===== config.mk =====
export PLATFORM = sky130hd
export DESIGN_NAME = dpkr_core
export DESIGN_NICKNAME = d
export VERILOG_FILES = /design/src/inc/dpkr_pkg.sv /design/src/core/dpkr_core.sv /design/src/core/dpkr_fifo.sv
export VERILOG_INCLUDE_DIRS = /design/src /design/src/inc
export SDC_FILE = /design/constraint.sdc
export NUM_CORES = 1
export LEC_CHECK = 0
export BUFFER_PORTS_ARGS = -buffer_cell sky130_fd_sc_hd__buf_2
export CORE_MARGIN = 2
export CORE_UTILIZATION = 35
export CTS_CLUSTER_DIAMETER = 200
export CTS_CLUSTER_SIZE = 28
export DETAILED_ROUTE_END_ITERATION = 7
export GPL_TIMING_DRIVEN = 0
export PLACE_DENSITY = 0.56
export SYNTH_ARGS = -nofsm -noshare
export SYNTH_HDL_FRONTEND = slang
export SYNTH_HIERARCHICAL = 1
export SYNTH_SLANG_ARGS = --single-unit
export TNS_END_PERCENT = 20

===== constraint.sdc =====
create_clock -name core_clk -period 9.05 [get_ports core_clk]
set_clock_uncertainty 0.15 [all_clocks]
set_input_delay 1.81 -clock core_clk [delete_from_list [all_inputs] [get_ports core_clk]]
set_output_delay 1.81 -clock core_clk [all_outputs]
set_load 0.02 [all_outputs]

===== src/inc/dpkr_cfg.svh =====
`ifndef DPKR_CFG_SVH
`define DPKR_CFG_SVH
`define DPKR_SIG_ERASE      64'h4E564D4572617365
`define DPKR_SIG_PROG       64'h4E564D50726F6720
`define DPKR_SIG_UROW       64'h4E564D5573267465
`define DPKR_KEY_BYTES      4'h8
`define DPKR_SIB_FULL_BYTES 5'h10
`define DPKR_SIB_HALF_BYTES 5'h08
`define DPKR_SIZE_64        2'h0
`define DPKR_SIZE_128       2'h1
`define DPKR_IDLE_BITS      3'h2
`define DPKR_INTERBYTE_DELAY_ENABLE_BITS     3'h2
`define DPKR_FIFO_DEPTH     8
`define DPKR_BYTE_W         8
`endif


===== src/inc/dpkr_pkg.sv =====
package dpkr_pkg;
  typedef enum logic [4:0] {
    DPKR_IDLE  = 5'h01,
    DPKR_KEYIN = 5'h02,
    DPKR_GUARD = 5'h04,
    DPKR_SEND  = 5'h08,
    DPKR_GAP   = 5'h10
  } dpkr_state_e;
  typedef logic [7:0] dpkr_byte_t;
endpackage


===== src/core/dpkr_core.sv =====
`timescale 1ns/1ps
`include "dpkr_cfg.svh"
module dpkr_core
  import dpkr_pkg::*;
(
  input  wire logic        core_clk,
  input  wire logic        reset,
  input  wire logic        clk_en,
  input  wire logic        key_start,
  input  wire logic        key_info_flag,
  input  wire logic [1:0]  key_size,
  input  wire logic [7:0]  rx_byte,
  input  wire logic        rx_valid,
  input  wire logic        bit_tick,
  input  wire logic [2:0]  guard_bits,
  input  wire logic        interbyte_delay_enable,
  output logic [7:0]       tx_byte,
  output logic             tx_valid,
  input  wire logic        tx_ready,
  input  wire logic        repeat_load,
  input  wire logic [7:0]  repeat_count_value,
  input  wire logic        instr_done,
  input  wire logic        break_seen,
  output logic             repeat_active,
  output logic             repeat_reissue,
  input  wire logic        port_disable,
  input  wire logic        lockbits_set,
  input  wire logic        prog_done,
  input  wire logic        urow_status_write,
  input  wire logic        erase_done,
  input  wire logic [2:0]  bod_fuse_level,
  output logic [2:0]       key_state_reg,
  output logic             lock_state_flag,
  output logic             sysbus_allow,
  output logic             brownout_force,
  output logic [2:0]       brownout_level,
  input  wire logic [55:0] family_identifier,
  input  wire logic [23:0] memory_ctrl_version,
  input  wire logic [23:0] debug_logic_version,
  input  wire logic [7:0]  debug_osc_frequency
);
  dpkr_state_e  st_reg, st_next;
  logic [63:0]  key_sh_reg, key_sh_next;
  logic [3:0]   kcnt_reg, kcnt_next;
  logic [4:0]   bidx_reg, bidx_next, blen_reg, blen_next;
  logic [2:0]   wait_reg, wait_next;
  logic [2:0]   key_next, lvl_next;
  logic [7:0]   rpt_reg, rpt_next;
  logic         ract_next, erasing_reg, erasing_next;
  logic [127:0] system_info_block;
  logic         f_valid, f_ready, push;
  logic [7:0]   f_data;

  // info block assembled byte 0 lowest; ascii content fed by straps
  assign system_info_block = {debug_osc_frequency, 8'h00, debug_logic_version, memory_ctrl_version, 8'h00, family_identifier};

  function automatic logic [7:0] sib_byte(input logic [127:0] b, input logic [4:0] i);
    sib_byte = b[{i[3:0], 3'h0} +: 8];
  endfunction

  // info block byte count from the size field; only 64-bit keys are legal
  function automatic logic [4:0] frame_len(input logic [1:0] sz);
    frame_len = (sz == `DPKR_SIZE_128) ? `DPKR_SIB_FULL_BYTES : `DPKR_SIB_HALF_BYTES;
  endfunction

  assign push = (st_reg == DPKR_SEND) && f_ready;

  // key reception, info readout sequencing and inter-byte spacing
  always_comb begin
    st_next     = st_reg;
    key_sh_next = key_sh_reg;
    kcnt_next   = kcnt_reg;
    bidx_next   = bidx_reg;
    blen_next   = blen_reg;
    wait_next   = wait_reg;
    unique case (st_reg)
      DPKR_IDLE: begin
        if (key_start && key_info_flag) begin
          st_next   = DPKR_GUARD;
          blen_next = frame_len(key_size);
          bidx_next = '0;
          wait_next = guard_bits;
        end else if (key_start && key_size == `DPKR_SIZE_64) begin
          st_next   = DPKR_KEYIN;
          kcnt_next = '0;
        end
      end
      DPKR_KEYIN: begin
        if (rx_valid) begin
          key_sh_next = {rx_byte, key_sh_reg[63:8]};
          kcnt_next   = kcnt_reg + 4'h1;
          if (kcnt_reg == `DPKR_KEY_BYTES - 4'h1) begin
            st_next = DPKR_IDLE;
          end
        end
      end
      DPKR_GUARD: begin
        if (bit_tick) begin
          if (wait_reg == '0) begin
            st_next = DPKR_SEND;
          end else begin
            wait_next = wait_reg - 3'h1;
          end
        end
      end
      DPKR_SEND: begin
        if (f_ready) begin
          bidx_next = bidx_reg + 5'h1;
          st_next   = (bidx_reg + 5'h1 == blen_reg) ? DPKR_IDLE : DPKR_GAP;
          wait_next = interbyte_delay_enable ? `DPKR_IDLE_BITS + `DPKR_INTERBYTE_DELAY_ENABLE_BITS
                                             : `DPKR_IDLE_BITS;
        end
      end
      DPKR_GAP: begin
        if (bit_tick) begin
          if (wait_reg == 3'h1) begin
            st_next = DPKR_SEND;
          end else begin
            wait_next = wait_reg - 3'h1;
          end
        end
      end
      default: st_next = DPKR_IDLE;
    endcase
    if (break_seen) begin
      st_next = DPKR_IDLE;
    end
  end

  // key flags: bit0 erase, bit1 program, bit2 user row
  logic key_done;
  assign key_done = (st_reg == DPKR_KEYIN) && rx_valid && (kcnt_reg == `DPKR_KEY_BYTES - 4'h1);
  logic [63:0] key_full;
  assign key_full = {rx_byte, key_sh_reg[63:8]};

  always_comb begin
    key_next     = key_state_reg;
    erasing_next = erasing_reg;
    lvl_next     = brownout_level;
    if (port_disable) key_next[0] = 1'b0;
    if (prog_done) key_next[1] = 1'b0;
    if (urow_status_write) key_next[2] = 1'b0;
    // a match in the same cycle as a clear wins; mismatch changes nothing
    if (key_done) begin
      if (key_full == `DPKR_SIG_ERASE) key_next[0] = 1'b1;
      if (key_full == `DPKR_SIG_PROG && !lockbits_set) key_next[1] = 1'b1;
      if (key_full == `DPKR_SIG_UROW && lockbits_set) key_next[2] = 1'b1;
    end
    // done pulse first, so a start in the same cycle still wins
    if (erase_done) erasing_next = 1'b0;
    if (key_state_reg[0] && lockbits_set && !erasing_reg) begin
      erasing_next = 1'b1;
      lvl_next     = bod_fuse_level;
    end
  end

  // repeat counter: count plus one issues, break aborts
  always_comb begin
    rpt_next  = rpt_reg;
    ract_next = repeat_active;
    if (repeat_load) begin
      rpt_next  = repeat_count_value;
      ract_next = 1'b1;
    end else if (repeat_active && instr_done) begin
      if (rpt_reg == 8'h00) ract_next = 1'b0;
      else rpt_next = rpt_reg - 8'h01;
    end
    if (break_seen) ract_next = 1'b0;
  end
  // follow-on issues skip sync and instruction frames
  assign repeat_reissue = repeat_active && instr_done && (rpt_reg != 8'h00) && !break_seen;

  assign lock_state_flag = lockbits_set;
  assign sysbus_allow    = !lockbits_set;
  assign brownout_force  = erasing_reg;

  always_ff @(posedge core_clk) begin
    if (reset) begin
      st_reg         <= DPKR_IDLE;
      key_sh_reg     <= '0;
      kcnt_reg       <= '0;
      bidx_reg       <= '0;
      blen_reg       <= '0;
      wait_reg       <= '0;
      key_state_reg  <= '0;
      erasing_reg    <= 1'b0;
      brownout_level <= '0;
      rpt_reg        <= '0;
      repeat_active  <= 1'b0;
    end else if (clk_en) begin
      st_reg         <= st_next;
      key_sh_reg     <= key_sh_next;
      kcnt_reg       <= kcnt_next;
      bidx_reg       <= bidx_next;
      blen_reg       <= blen_next;
      wait_reg       <= wait_next;
      key_state_reg  <= key_next;
      erasing_reg    <= erasing_next;
      brownout_level <= lvl_next;
      rpt_reg        <= rpt_next;
      repeat_active  <= ract_next;
    end
  end

  // output bytes buffered so the line driver may stall the readout
  dpkr_fifo #(.WIDTH(`DPKR_BYTE_W), .DEPTH(`DPKR_FIFO_DEPTH)) u_fifo (
    .core_clk  (core_clk),
    .reset     (reset),
    .clk_en    (clk_en),
    .in_data   (sib_byte(system_info_block, bidx_reg)),
    .in_valid  (st_reg == DPKR_SEND),
    .in_ready  (f_ready),
    .out_data  (f_data),
    .out_valid (f_valid),
    .out_ready (tx_ready)
  );
  assign tx_byte  = f_data;
  assign tx_valid = f_valid;

  property p_key_silent;
    @(posedge core_clk) disable iff (reset)
      (clk_en && key_done && !f_valid) |=> (!tx_valid [*2]);
  endproperty
  a_key_silent: assert property (p_key_silent) else $error("push during key");

  property p_sysbus;
    @(posedge core_clk) disable iff (reset)
      lockbits_set |-> !sysbus_allow;
  endproperty
  a_sysbus: assert property (p_sysbus) else $error("bus open while locked");

  property p_erase_flag;
    @(posedge core_clk) disable iff (reset)
      (clk_en && key_done && key_full == `DPKR_SIG_ERASE) |=> key_state_reg[0];
  endproperty
  a_erase_flag: assert property (p_erase_flag) else $error("erase key not flagged");

  property p_prog_keep;
    @(posedge core_clk) disable iff (reset)
      (clk_en && key_state_reg[1] && !prog_done) |=> key_state_reg[1];
  endproperty
  a_prog_keep: assert property (p_prog_keep) else $error("program key lost");

  property p_break;
    @(posedge core_clk) disable iff (reset)
      (clk_en && break_seen && !repeat_load) |=> !repeat_active;
  endproperty
  a_break: assert property (p_break) else $error("repeat not aborted");

  property p_guard_first;
    @(posedge core_clk) disable iff (reset)
      (st_reg == DPKR_IDLE && st_next == DPKR_GUARD && clk_en) |=> (wait_reg == $past(guard_bits));
  endproperty
  a_guard_first: assert property (p_guard_first) else $error("guard time wrong");

  property p_len;
    @(posedge core_clk) disable iff (reset)
      (st_reg == DPKR_SEND) |-> (blen_reg == 5'h08 || blen_reg == 5'h10);
  endproperty
  a_len: assert property (p_len) else $error("bad block length");

  property p_urow_lock;
    @(posedge core_clk) disable iff (reset)
      (clk_en && !key_state_reg[2] && !lockbits_set) |=> !key_state_reg[2];
  endproperty
  a_urow_lock: assert property (p_urow_lock) else $error("user row key while unlocked");

  c_sib_read: cover property (@(posedge core_clk) st_reg == DPKR_GAP);
  c_key_prog: cover property (@(posedge core_clk) key_state_reg[1]);
  c_repeat:   cover property (@(posedge core_clk) repeat_reissue);
endmodule


===== src/core/dpkr_fifo.sv =====
`timescale 1ns/1ps
module dpkr_fifo #(
  parameter int WIDTH = 8,
  parameter int DEPTH = 8
) (
  input  wire logic             core_clk,
  input  wire logic             reset,
  input  wire logic             clk_en,
  input  wire logic [WIDTH-1:0] in_data,
  input  wire logic             in_valid,
  output logic                  in_ready,
  output logic [WIDTH-1:0]      out_data,
  output logic                  out_valid,
  input  wire logic             out_ready
);
  localparam int AW = $clog2(DEPTH);
  logic [WIDTH-1:0] mem_reg [DEPTH];
  logic [AW-1:0]    wr_reg, wr_next, rd_reg, rd_next;
  logic [AW:0]      cnt_reg, cnt_next;
  logic             push, pop;

  // honest flags straight from the occupancy count
  assign in_ready  = (cnt_reg != DEPTH[AW:0]);
  assign out_valid = (cnt_reg != '0);
  assign out_data  = mem_reg[rd_reg];
  assign push      = clk_en && in_valid && in_ready;
  assign pop       = clk_en && out_valid && out_ready;

  // pointer and count next values
  always_comb begin
    wr_next  = push ? wr_reg + 1'b1 : wr_reg;
    rd_next  = pop ? rd_reg + 1'b1 : rd_reg;
    cnt_next = cnt_reg + {{AW{1'b0}}, push} - {{AW{1'b0}}, pop};
  end

  always_ff @(posedge core_clk) begin
    if (reset) begin
      wr_reg  <= '0;
      rd_reg  <= '0;
      cnt_reg <= '0;
    end else begin
      wr_reg  <= wr_next;
      rd_reg  <= rd_next;
      cnt_reg <= cnt_next;
    end
  end

  // storage has no reset, only written on push
  always_ff @(posedge core_clk) begin
    if (push) begin
      mem_reg[wr_reg] <= in_data;
    end
  end
endmodule


==> summary.txt, run 1 <==
Outcome
  – Result of the run: complete, no violations

Power
  – Leakage power: 0.00374 µW
  – Tot Pwr: 1730 µW
  – Fraction of power consumed by the clock network: 0.415
  – P_sw: 460 µW
  – Seq pwr share: 0.465
  – Switching power as a share of total power: 0.266
  – Internal power summed over all cells: 1270 µW
  – Power Dens Cells: 168 nW/µm²
  – Worst IR Drop VDD: 116 µV
  – Comb power frac: 0.120

Finish
  – Relative area change from synthesis to final layout: 22.3%
  – Count of nets after finishing: 1148
  – Proportion of layout cells with a drive suffix above 1: 0.294
  – Antenna cells: 0
  – Flip-flop count of the largest register after layout: 64
  – Layout filler cell count: 2290

Detailed routing
  – Antenna-violating nets left: 0
  – Vias per cell: 5.22
  – Drc violations: 0
  – DRC marker count from the first detailed-route iteration: 377
  – Via count: 6837
  – Post-DR wirelength/cell: 17.6 µm
  – Final Routed Wirelength: 23100 µm
  – Number of optimization iterations in the first detailed-route pass: 4

Die
  – Standard cell core area: 23500 µm²
  – Die ar.: 25300 µm²
  – Height of the die: 159 µm
  – Number of top-level design ports: 173
  – Die outline width: 159 µm
  – Number of placement rows: 56
  – Initial Utilization: 0.357

Global routing
  – First-pass GRT wire length: 36100 µm
  – Vias in the first global route: 6588
  – Initial antenna violation count: 0
  – Pin count of the biggest net entering global routing: 19
  – Global-route congestion overflow total: 0
  – Total routing usage reported by global routing: 0.182

Setup path
  – Worst path bufs/invs: 2
  – Top cell family by delay on the critical path: buffers and inverters
  – Worst Path Required: 7.09 ns
  – WP data arrival: 2.55 ns
  – CP max FO: 3
  – Cell repeated most along the worst path: sky130_fd_sc_hd__buf_2
  – Depth of the most critical reg-to-reg path: 6
  – Critical path class: in -> out
  – Slowest stage cell on the critical path: sky130_fd_sc_hd__a31oi_1
  – Instance count on the critical path: 5
  – Critical Path Start Type: input port
  – Crit. Startpoint: instr_done
  – Crit Reg-Reg Startpoint: st_reg[1]$_SDFFE_PP0P_
  – Largest stage delay, worst path: 0.25 ns
  – Ordered list of cells on the worst path: buf_2, nand2_1, a31oi_1, nor2b_1, buf_2
  – Kind of end point of the critical path: primary output

Synth
  – Post-synth design cell area: 8400 µm²
  – Count of mapped cells out of synthesis: 787
  – Most frequent cells after synthesis: sky130_fd_sc_hd__nand2_1 (138), sky130_fd_sc_hd__dfxtp_1 (104), sky130_fd_sc_hd__a21oi_1 (86)
  – Proportion of synthesized chip area in sequential cells: 0.477
  – Main flop type after synthesis: sky130_fd_sc_hd__dfxtp_1
  – Largest cells by area after synthesis: sky130_fd_sc_hd__dfxtp_1 (25%), sky130_fd_sc_hd__edfxtp_1 (23%), sky130_fd_sc_hd__mux4_2 (6.7%)
  – Asr flop ratio synth: 0
  – Post-synthesis cell type count: 75
  – Most repeated cell in the gate-level netlist after synthesis: sky130_fd_sc_hd__nand2_1
  – Number of enable flip-flop cells after synthesis: 64
  – Syn_nets: 956
  – Post-synth top area share: 0.248
  – Seq cells post-synth: 168
  – Largest area contributor in the synthesized netlist: sky130_fd_sc_hd__dfxtp_1
  – Yosys warning count: 6
  – Mean post-synth cell area: 10.7 µm²

Clock tree
  – H-tree levels: 4
  – CTS tree: done
  – Total setup buffers inserted after CTS: 0
  – CTS root buffer: sky130_fd_sc_hd__clkbuf_16
  – Post-CTS Hold Fix Bufs: 0
  – Maximum buffer depth of the clock tree: 2
  – Insertion delay to the later sink of the worst-skew pair: 0.43 ns
  – Clock tree sinks: 168
  – Clock buffer count from CTS: 17
  – Resize count post-CTS: 0
  – Clock transition at the registers of the reported paths: 0.07 ns

Min path
  – Worst Hold Path Cells: 2
  – Hold Crit Class: reg -> reg
  – Hold path start: key_sh_reg[9]$_SDFFE_PP0P_

STA
  – Tcrit/Tclk final: 0.498
  – Post-route worst hold slack: 0.309 ns
  – Maximum operating frequency: 222 MHz
  – Total negative setup slack: 0 ns
  – Count of pins over their slew limit: 0
  – Setup-failing EPs final: 0
  – Max_slew headroom: 0.147
  – Measured slew at the worst slew-check pin: 1.27 ns
  – Crit path setup slack, layout: 4.54 ns
  – Min Clock Period, post-route: 4.51 ns
  – Unrepaired setup endpoints after global routing: no
  – Hold violation count in the final report: 0

Placement
  – # port buffers: 172
  – HPWL after DPL: 17600 µm
  – Worst setup slack after placement: 4.55 ns
  – Last weighted congestion value of the routability-driven placer: 0.885

Run
  – Number of maximum-capacitance violations: 0
[worst min-delay path, delay by kind of cell, from the launching register on]
kind             cells  cell delay, ns
AO/OA/AOI/OAI        1            0.05
AND/OR/NAND/NOR      1            0.05
flip-flops           1            0.31
[layout make-up]
class / count / area [µm²] / share of cell area
Buffer: 52 / 258 / 0.0251
Clock buffer: 18 / 439 / 0.0427
Clock inverter: 14 / 154 / 0.0150
Inverter: 19 / 71.3 / 0.00694
Multi-Input combinational cell: 548 / 4090 / 0.397
Sequential cell: 168 / 4000 / 0.390
Tap cell: 319 / 399 / 0.0388
Timing Repair Buffer: 173 / 868 / 0.0845
[worst paths after layout]
kind / to / slack, ns
hold / removal: key_sh_reg[9]$_SDFFE_PP0P_ / 0.31
hold reg to reg: key_sh_reg[9]$_SDFFE_PP0P_ / 0.31
setup / recovery: repeat_reissue / 4.54
setup reg to reg: u_fifo/mem_reg[2][7]$_DFFE_PP_ / 5.22
[logic make-up after synthesis]
logic type / count (synthesis) / share of synthesized area
adders and majority gates: 16 / 0.0247
buffers and inverters: 71 / 0.0392
AOI/OAI and AO/OA: 166 / 0.126
muxes: 72 / 0.155
DFF: 168 / 0.477
xor gates and xnor gates: 7 / 0.00730
and+or+nand+nor: 287 / 0.172
[power by group through the flow]
stage	Sequential, µW	Combinational, µW	Clock (µW)
after floorplan	819	130	0
after global placement	821	204	0
after detailed placement	821	207	0
after CTS	804	208	732
after global routing	806	231	766
final	804	207	716
[stage by stage]
step / std cells / util / area (µm²)
2_1_floorplan: 787 / - / 8400
3_3_place_gp: 1278 / 0.410 / 9660
3_5_place_dp: 1279 / 0.411 / 9690
4_1_cts: 1311 / 0.437 / 10300
5_1_grt: 1311 / 0.437 / 10300
6_report: 1311 / 0.437 / 10300
[per-layer routing]
metal | GRT usage | wire, µm
met1 | 0.252 | 10700
met2 | 0.296 | 11000
met3 | 0.0344 | 1080
met4 | 0.0463 | 325
met5 | 0 | 0
[layout by cell type (no fill, tap or decap), types with 4 or more instances in the layout]
master                      netlist  final
sky130_fd_sc_hd__buf_1            4      4
sky130_fd_sc_hd__nor4_1           8      7
sky130_fd_sc_hd__buf_4            3      4
sky130_fd_sc_hd__nor2_1          36     36
sky130_fd_sc_hd__xnor2_1          5      5
sky130_fd_sc_hd__nor3_1          16     14
sky130_fd_sc_hd__mux4_1          15     15
sky130_fd_sc_hd__ha_1            15     15
sky130_fd_sc_hd__a21o_1           5      5
sky130_fd_sc_hd__nand4b_1         7      7
sky130_fd_sc_hd__a21oi_1         86     86
sky130_fd_sc_hd__nand2_1        138    138
sky130_fd_sc_hd__a311oi_1         4      4
sky130_fd_sc_hd__nand2b_1         9      9
sky130_fd_sc_hd__nand4_1         10     10
sky130_fd_sc_hd__mux4_2          25     25
sky130_fd_sc_hd__edfxtp_1        64     64
sky130_fd_sc_hd__inv_8            0      4
sky130_fd_sc_hd__buf_2           16    188
sky130_fd_sc_hd__and3_1           5      5
sky130_fd_sc_hd__mux2_2          19     19
sky130_fd_sc_hd__dfxtp_1        104    104
sky130_fd_sc_hd__mux2i_1         13     13
sky130_fd_sc_hd__nand3_1         15     15
sky130_fd_sc_hd__a22o_1          11     11
sky130_fd_sc_hd__inv_1           19     19
sky130_fd_sc_hd__clkbuf_16        0     17
sky130_fd_sc_hd__nor2b_1          7      7
sky130_fd_sc_hd__or3_1            4      4
sky130_fd_sc_hd__clkbuf_1        26     26
sky130_fd_sc_hd__a211oi_1         5      5
sky130_fd_sc_hd__o21ai_0         25     25
Power figures use the tool's default switching activity.
==> run 2: changes to the inputs <==
--- a/config.mk
+++ b/config.mk
@@ -6,6 +6,7 @@
 export SDC_FILE = /design/constraint.sdc
 export NUM_CORES = 1
 export LEC_CHECK = 0
+export ABC_AREA = 1
 export BUFFER_PORTS_ARGS = -buffer_cell sky130_fd_sc_hd__buf_2
 export CORE_MARGIN = 2
 export CORE_UTILIZATION = 35
==> constraint.sdc (replaced) <==
create_clock -name core_clk -period 4.2 [get_ports core_clk]
set_clock_uncertainty 0.15 [all_clocks]
set_input_delay 0.84 -clock core_clk [delete_from_list [all_inputs] [get_ports core_clk]]
set_output_delay 0.84 -clock core_clk [all_outputs]
set_load 0.02 [all_outputs]
==> run 2 against run 1 <==
  * Setup slack got worse by 3.2 ns
  * Largest power group unchanged
  * Critical path type is now reg -> reg
  * Area after synthesis increased by 6.4%
  * Register-to-register slack got worse by 3.9 ns
==> summary.txt, run 2 <==
STA
  – Min Clock Period, post-route: 2.90 ns
  – Maximum operating frequency: 345 MHz
  – Total negative setup slack: 0 ns (unchanged)
  – Max_slew headroom: 0.306 (was 0.147)
  – Unrepaired setup endpoints after global routing: no (unchanged)
  – Post-route worst hold slack: 0.323 ns (was 0.309 ns)
  – Tcrit/Tclk final: 0.691
  – Count of pins over their slew limit: 0 (unchanged)
  – Measured slew at the worst slew-check pin: 1.03 ns (was 1.27 ns)
  – Setup-failing EPs final: 0 (unchanged)
  – Hold violation count in the final report: 0 (unchanged)

Die
  – Initial Utilization: 0.356 (was 0.357)
  – Die outline width: 164 µm (was 159 µm)
  – Number of top-level design ports: 173 (unchanged)
  – Height of the die: 164 µm (was 159 µm)
  – Number of placement rows: 58 (was 56)
  – Die ar.: 26800 µm² (was 25300 µm²)
  – Standard cell core area: 25100 µm² (was 23500 µm²)

Detailed routing
  – Via count: 8434 (was 6837)
  – Number of optimization iterations in the first detailed-route pass: 5 (was 4)
  – DRC marker count from the first detailed-route iteration: 647 (was 377)
  – Drc violations: 0 (unchanged)
  – Final Routed Wirelength: 26100 µm (was 23100 µm)
  – Antenna-violating nets left: 0 (unchanged)
  – Post-DR wirelength/cell: 15.0 µm (was 17.6 µm)
  – Vias per cell: 4.87 (was 5.22)

Setup path
  – Cell repeated most along the worst path: sky130_fd_sc_hd__o21ai_0 (was sky130_fd_sc_hd__buf_2)
  – CP max FO: 10 (was 3)
  – Slowest stage cell on the critical path: sky130_fd_sc_hd__o21ai_0 (was sky130_fd_sc_hd__a31oi_1)
  – Critical path class: reg -> reg (was in -> out)
  – WP data arrival: 2.84 ns (was 2.55 ns)
  – Kind of end point of the critical path: flip-flop (was primary output)
  – Worst Path Required: 4.14 ns (was 7.09 ns)
  – Ordered list of cells on the worst path: buf_2, inv_1, clkbuf_1, o21ai_0, o21ai_0, o21ai_0, o21ai_0 (was buf_2, nand2_1, a31oi_1, nor2b_1, buf_2)
  – Critical Path Start Type: flip-flop (was input port)
  – Largest stage delay, worst path: 0.83 ns (was 0.25 ns)

Finish
  – Proportion of layout cells with a drive suffix above 1: 0.205 (was 0.294)
  – Multi-input combinational cell area: 4160 µm² (was 4090 µm²)
  – Count of nets after finishing: 1559 (was 1148)
  – Commonest non-fill, non-tap cells in the layout: sky130_fd_sc_hd__nand2_1 (284), sky130_fd_sc_hd__nor2_1 (189), sky130_fd_sc_hd__buf_2 (184) (was sky130_fd_sc_hd__buf_2 (188), sky130_fd_sc_hd__nand2_1 (138), sky130_fd_sc_hd__dfxtp_1 (104))
  – Fin cells: 1733 (was 1311)
  – Layout filler cell count: 2634 (was 2290)
  – Share of the core filled with cells: 0.430 (was 0.437)
  – Flip-flop count of the largest register after layout: 64 (unchanged)
  – Antenna cells: 0 (unchanged)
  – Relative area change from synthesis to final layout: 20.8% (was 22.3%)
  – Leading cell type in the layout, fill and taps excluded: sky130_fd_sc_hd__nand2_1 (was sky130_fd_sc_hd__buf_2)
  – Register cell area after layout: 4000 µm² (unchanged)

Clock tree
  – Resize count post-CTS: 0 (unchanged)
  – Clock transition at the registers of the reported paths: 0.07 ns (about the same)
  – Insertion delay to the later sink of the worst-skew pair: 0.43 ns (about the same)
  – CTS root buffer: sky130_fd_sc_hd__clkbuf_16 (unchanged)
  – Total setup buffers inserted after CTS: 0 (unchanged)
  – Maximum buffer depth of the clock tree: 2 (unchanged)
  – H-tree levels: 4 (unchanged)
  – Post-CTS Hold Fix Bufs: 0 (unchanged)
  – Clock tree sinks: 168 (unchanged)
  – CTS tree: done (unchanged)
  – Clock buffer count from CTS: 17 (unchanged)

Global routing
  – Total routing usage reported by global routing: 0.193 (was 0.182)
  – Vias in the first global route: 7850 (was 6588)
  – Initial antenna violation count: 1 (was 0)
  – Global-route congestion overflow total: 0 (unchanged)
  – First-pass GRT wire length: 40600 µm (was 36100 µm)
  – Pin count of the biggest net entering global routing: 18 (was 19)

Synth
  – Most repeated cell in the gate-level netlist after synthesis: sky130_fd_sc_hd__nand2_1 (unchanged)
  – Count of mapped cells out of synthesis: 1200 (was 787)
  – Post-synthesis cell type count: 47 (was 75)
  – Yosys warning count: 6 (unchanged)
  – Main flop type after synthesis: sky130_fd_sc_hd__dfxtp_1 (unchanged)
  – Largest cells by area after synthesis: sky130_fd_sc_hd__dfxtp_1 (23%), sky130_fd_sc_hd__edfxtp_1 (22%), sky130_fd_sc_hd__nand2_1 (12%) (was sky130_fd_sc_hd__dfxtp_1 (25%), sky130_fd_sc_hd__edfxtp_1 (23%), sky130_fd_sc_hd__mux4_2 (6.7%))
  – Post-synth design cell area: 8940 µm² (was 8400 µm²)
  – Most frequent cells after synthesis: sky130_fd_sc_hd__nand2_1 (284), sky130_fd_sc_hd__nor2_1 (189), sky130_fd_sc_hd__o21ai_0 (113) (was sky130_fd_sc_hd__nand2_1 (138), sky130_fd_sc_hd__dfxtp_1 (104), sky130_fd_sc_hd__a21oi_1 (86))
  – Proportion of synthesized chip area in sequential cells: 0.448 (was 0.477)
  – Asr flop ratio synth: 0 (unchanged)
  – Syn_nets: 1369 (was 956)
  – Post-synth top area share: 0.233 (was 0.248)
  – Seq cells post-synth: 168 (unchanged)
  – Mean post-synth cell area: 7.45 µm² (was 10.7 µm²)
  – Largest area contributor in the synthesized netlist: sky130_fd_sc_hd__dfxtp_1 (unchanged)
  – Number of enable flip-flop cells after synthesis: 64 (unchanged)

Placement
  – Last weighted congestion value of the routability-driven placer: 0.875 (was 0.885)
  – HPWL after DPL: 19900 µm (was 17600 µm)
  – # port buffers: 171 (was 172)
  – Total placed cells including tap cells: 1701 (was 1279)

Outcome
  – Result of the run: complete, no violations (unchanged)

Run
  – Number of maximum-capacitance violations: 0 (unchanged)

Min path
  – Hold Crit Class: reg -> reg (unchanged)

Power
  – Leakage power: 0.00465 µW (was 0.00374 µW)
  – Worst IR Drop VDD: 257 µV (was 116 µV)
  – Power Dens Cells: 383 nW/µm² (was 168 nW/µm²)
-- run 2: cell type report --
type,instances,area share
timing repair buffer,171,0.0793
buffer,54,0.0322
clock inverter,15,0.0152
sequential,168,0.371
multi-input combinational,867,0.385
inverter,111,0.0395
clock buffer,17,0.0394
tap,330,0.0382
-- run 2: power by group --
part / switching [µW] / internal [µW]
combinational: 502 / 287
clock: 714 / 843
sequential: 31.9 / 1760
-- run 2: cell families (layout without fill, tap and decap cells) --
family	after synthesis	count (layout)	share of synthesized area
xor gates and xnor gates	6	6	0.00588
and+or+nand+nor	617	617	0.295
DFF	168	168	0.448
AOI/OAI and AO/OA	226	226	0.139
adders and majority gates	16	16	0.0232
muxes	2	2	0.00224
buffers and inverters	165	368	0.0867
-- run 2: critical path: cells and delay by family (launching register included) --
kind / cells / cell delay, ns
flops: 1 / 0.32
buf+inv: 3 / 0.71
compound gates: 4 / 1.36
-- run 2: metrics by stage --
stage	setup slack, ns	cell area [µm²]	power [µW]
final	1.30	10800	4140
after global routing	0.959	10800	4350
after CTS	1.24	10800	4170
after detailed placement	1.27	10200	2620
after global placement	1.16	10200	2610
after floorplan	1.71	8940	2350
-- run 2: worst paths after layout --
check                              startpoint                        endpoint  slack [ns]  cells past startpoint
setup reg to reg     bidx_reg[1]$_SDFFE_PP0P_  u_fifo/mem_reg[6][1]$_DFFE_PP_        1.30                      7
hold reg to reg   key_sh_reg[22]$_SDFFE_PP0P_     key_sh_reg[22]$_SDFFE_PP0P_        0.32                      2
hold / removal    key_sh_reg[22]$_SDFFE_PP0P_     key_sh_reg[22]$_SDFFE_PP0P_        0.32                      2
setup / recovery     bidx_reg[1]$_SDFFE_PP0P_  u_fifo/mem_reg[6][1]$_DFFE_PP_        1.30                      7
-- run 2: layer usage --
layer  vias to the layer above  routed length (µm)  global-route usage
met4                         2                 376              0.0506
met2                       156               12500               0.320
met5                         -                  13                   0
met1                      3922               12300               0.264
li1                       4324                   -                   -
met3                        30                 852              0.0293
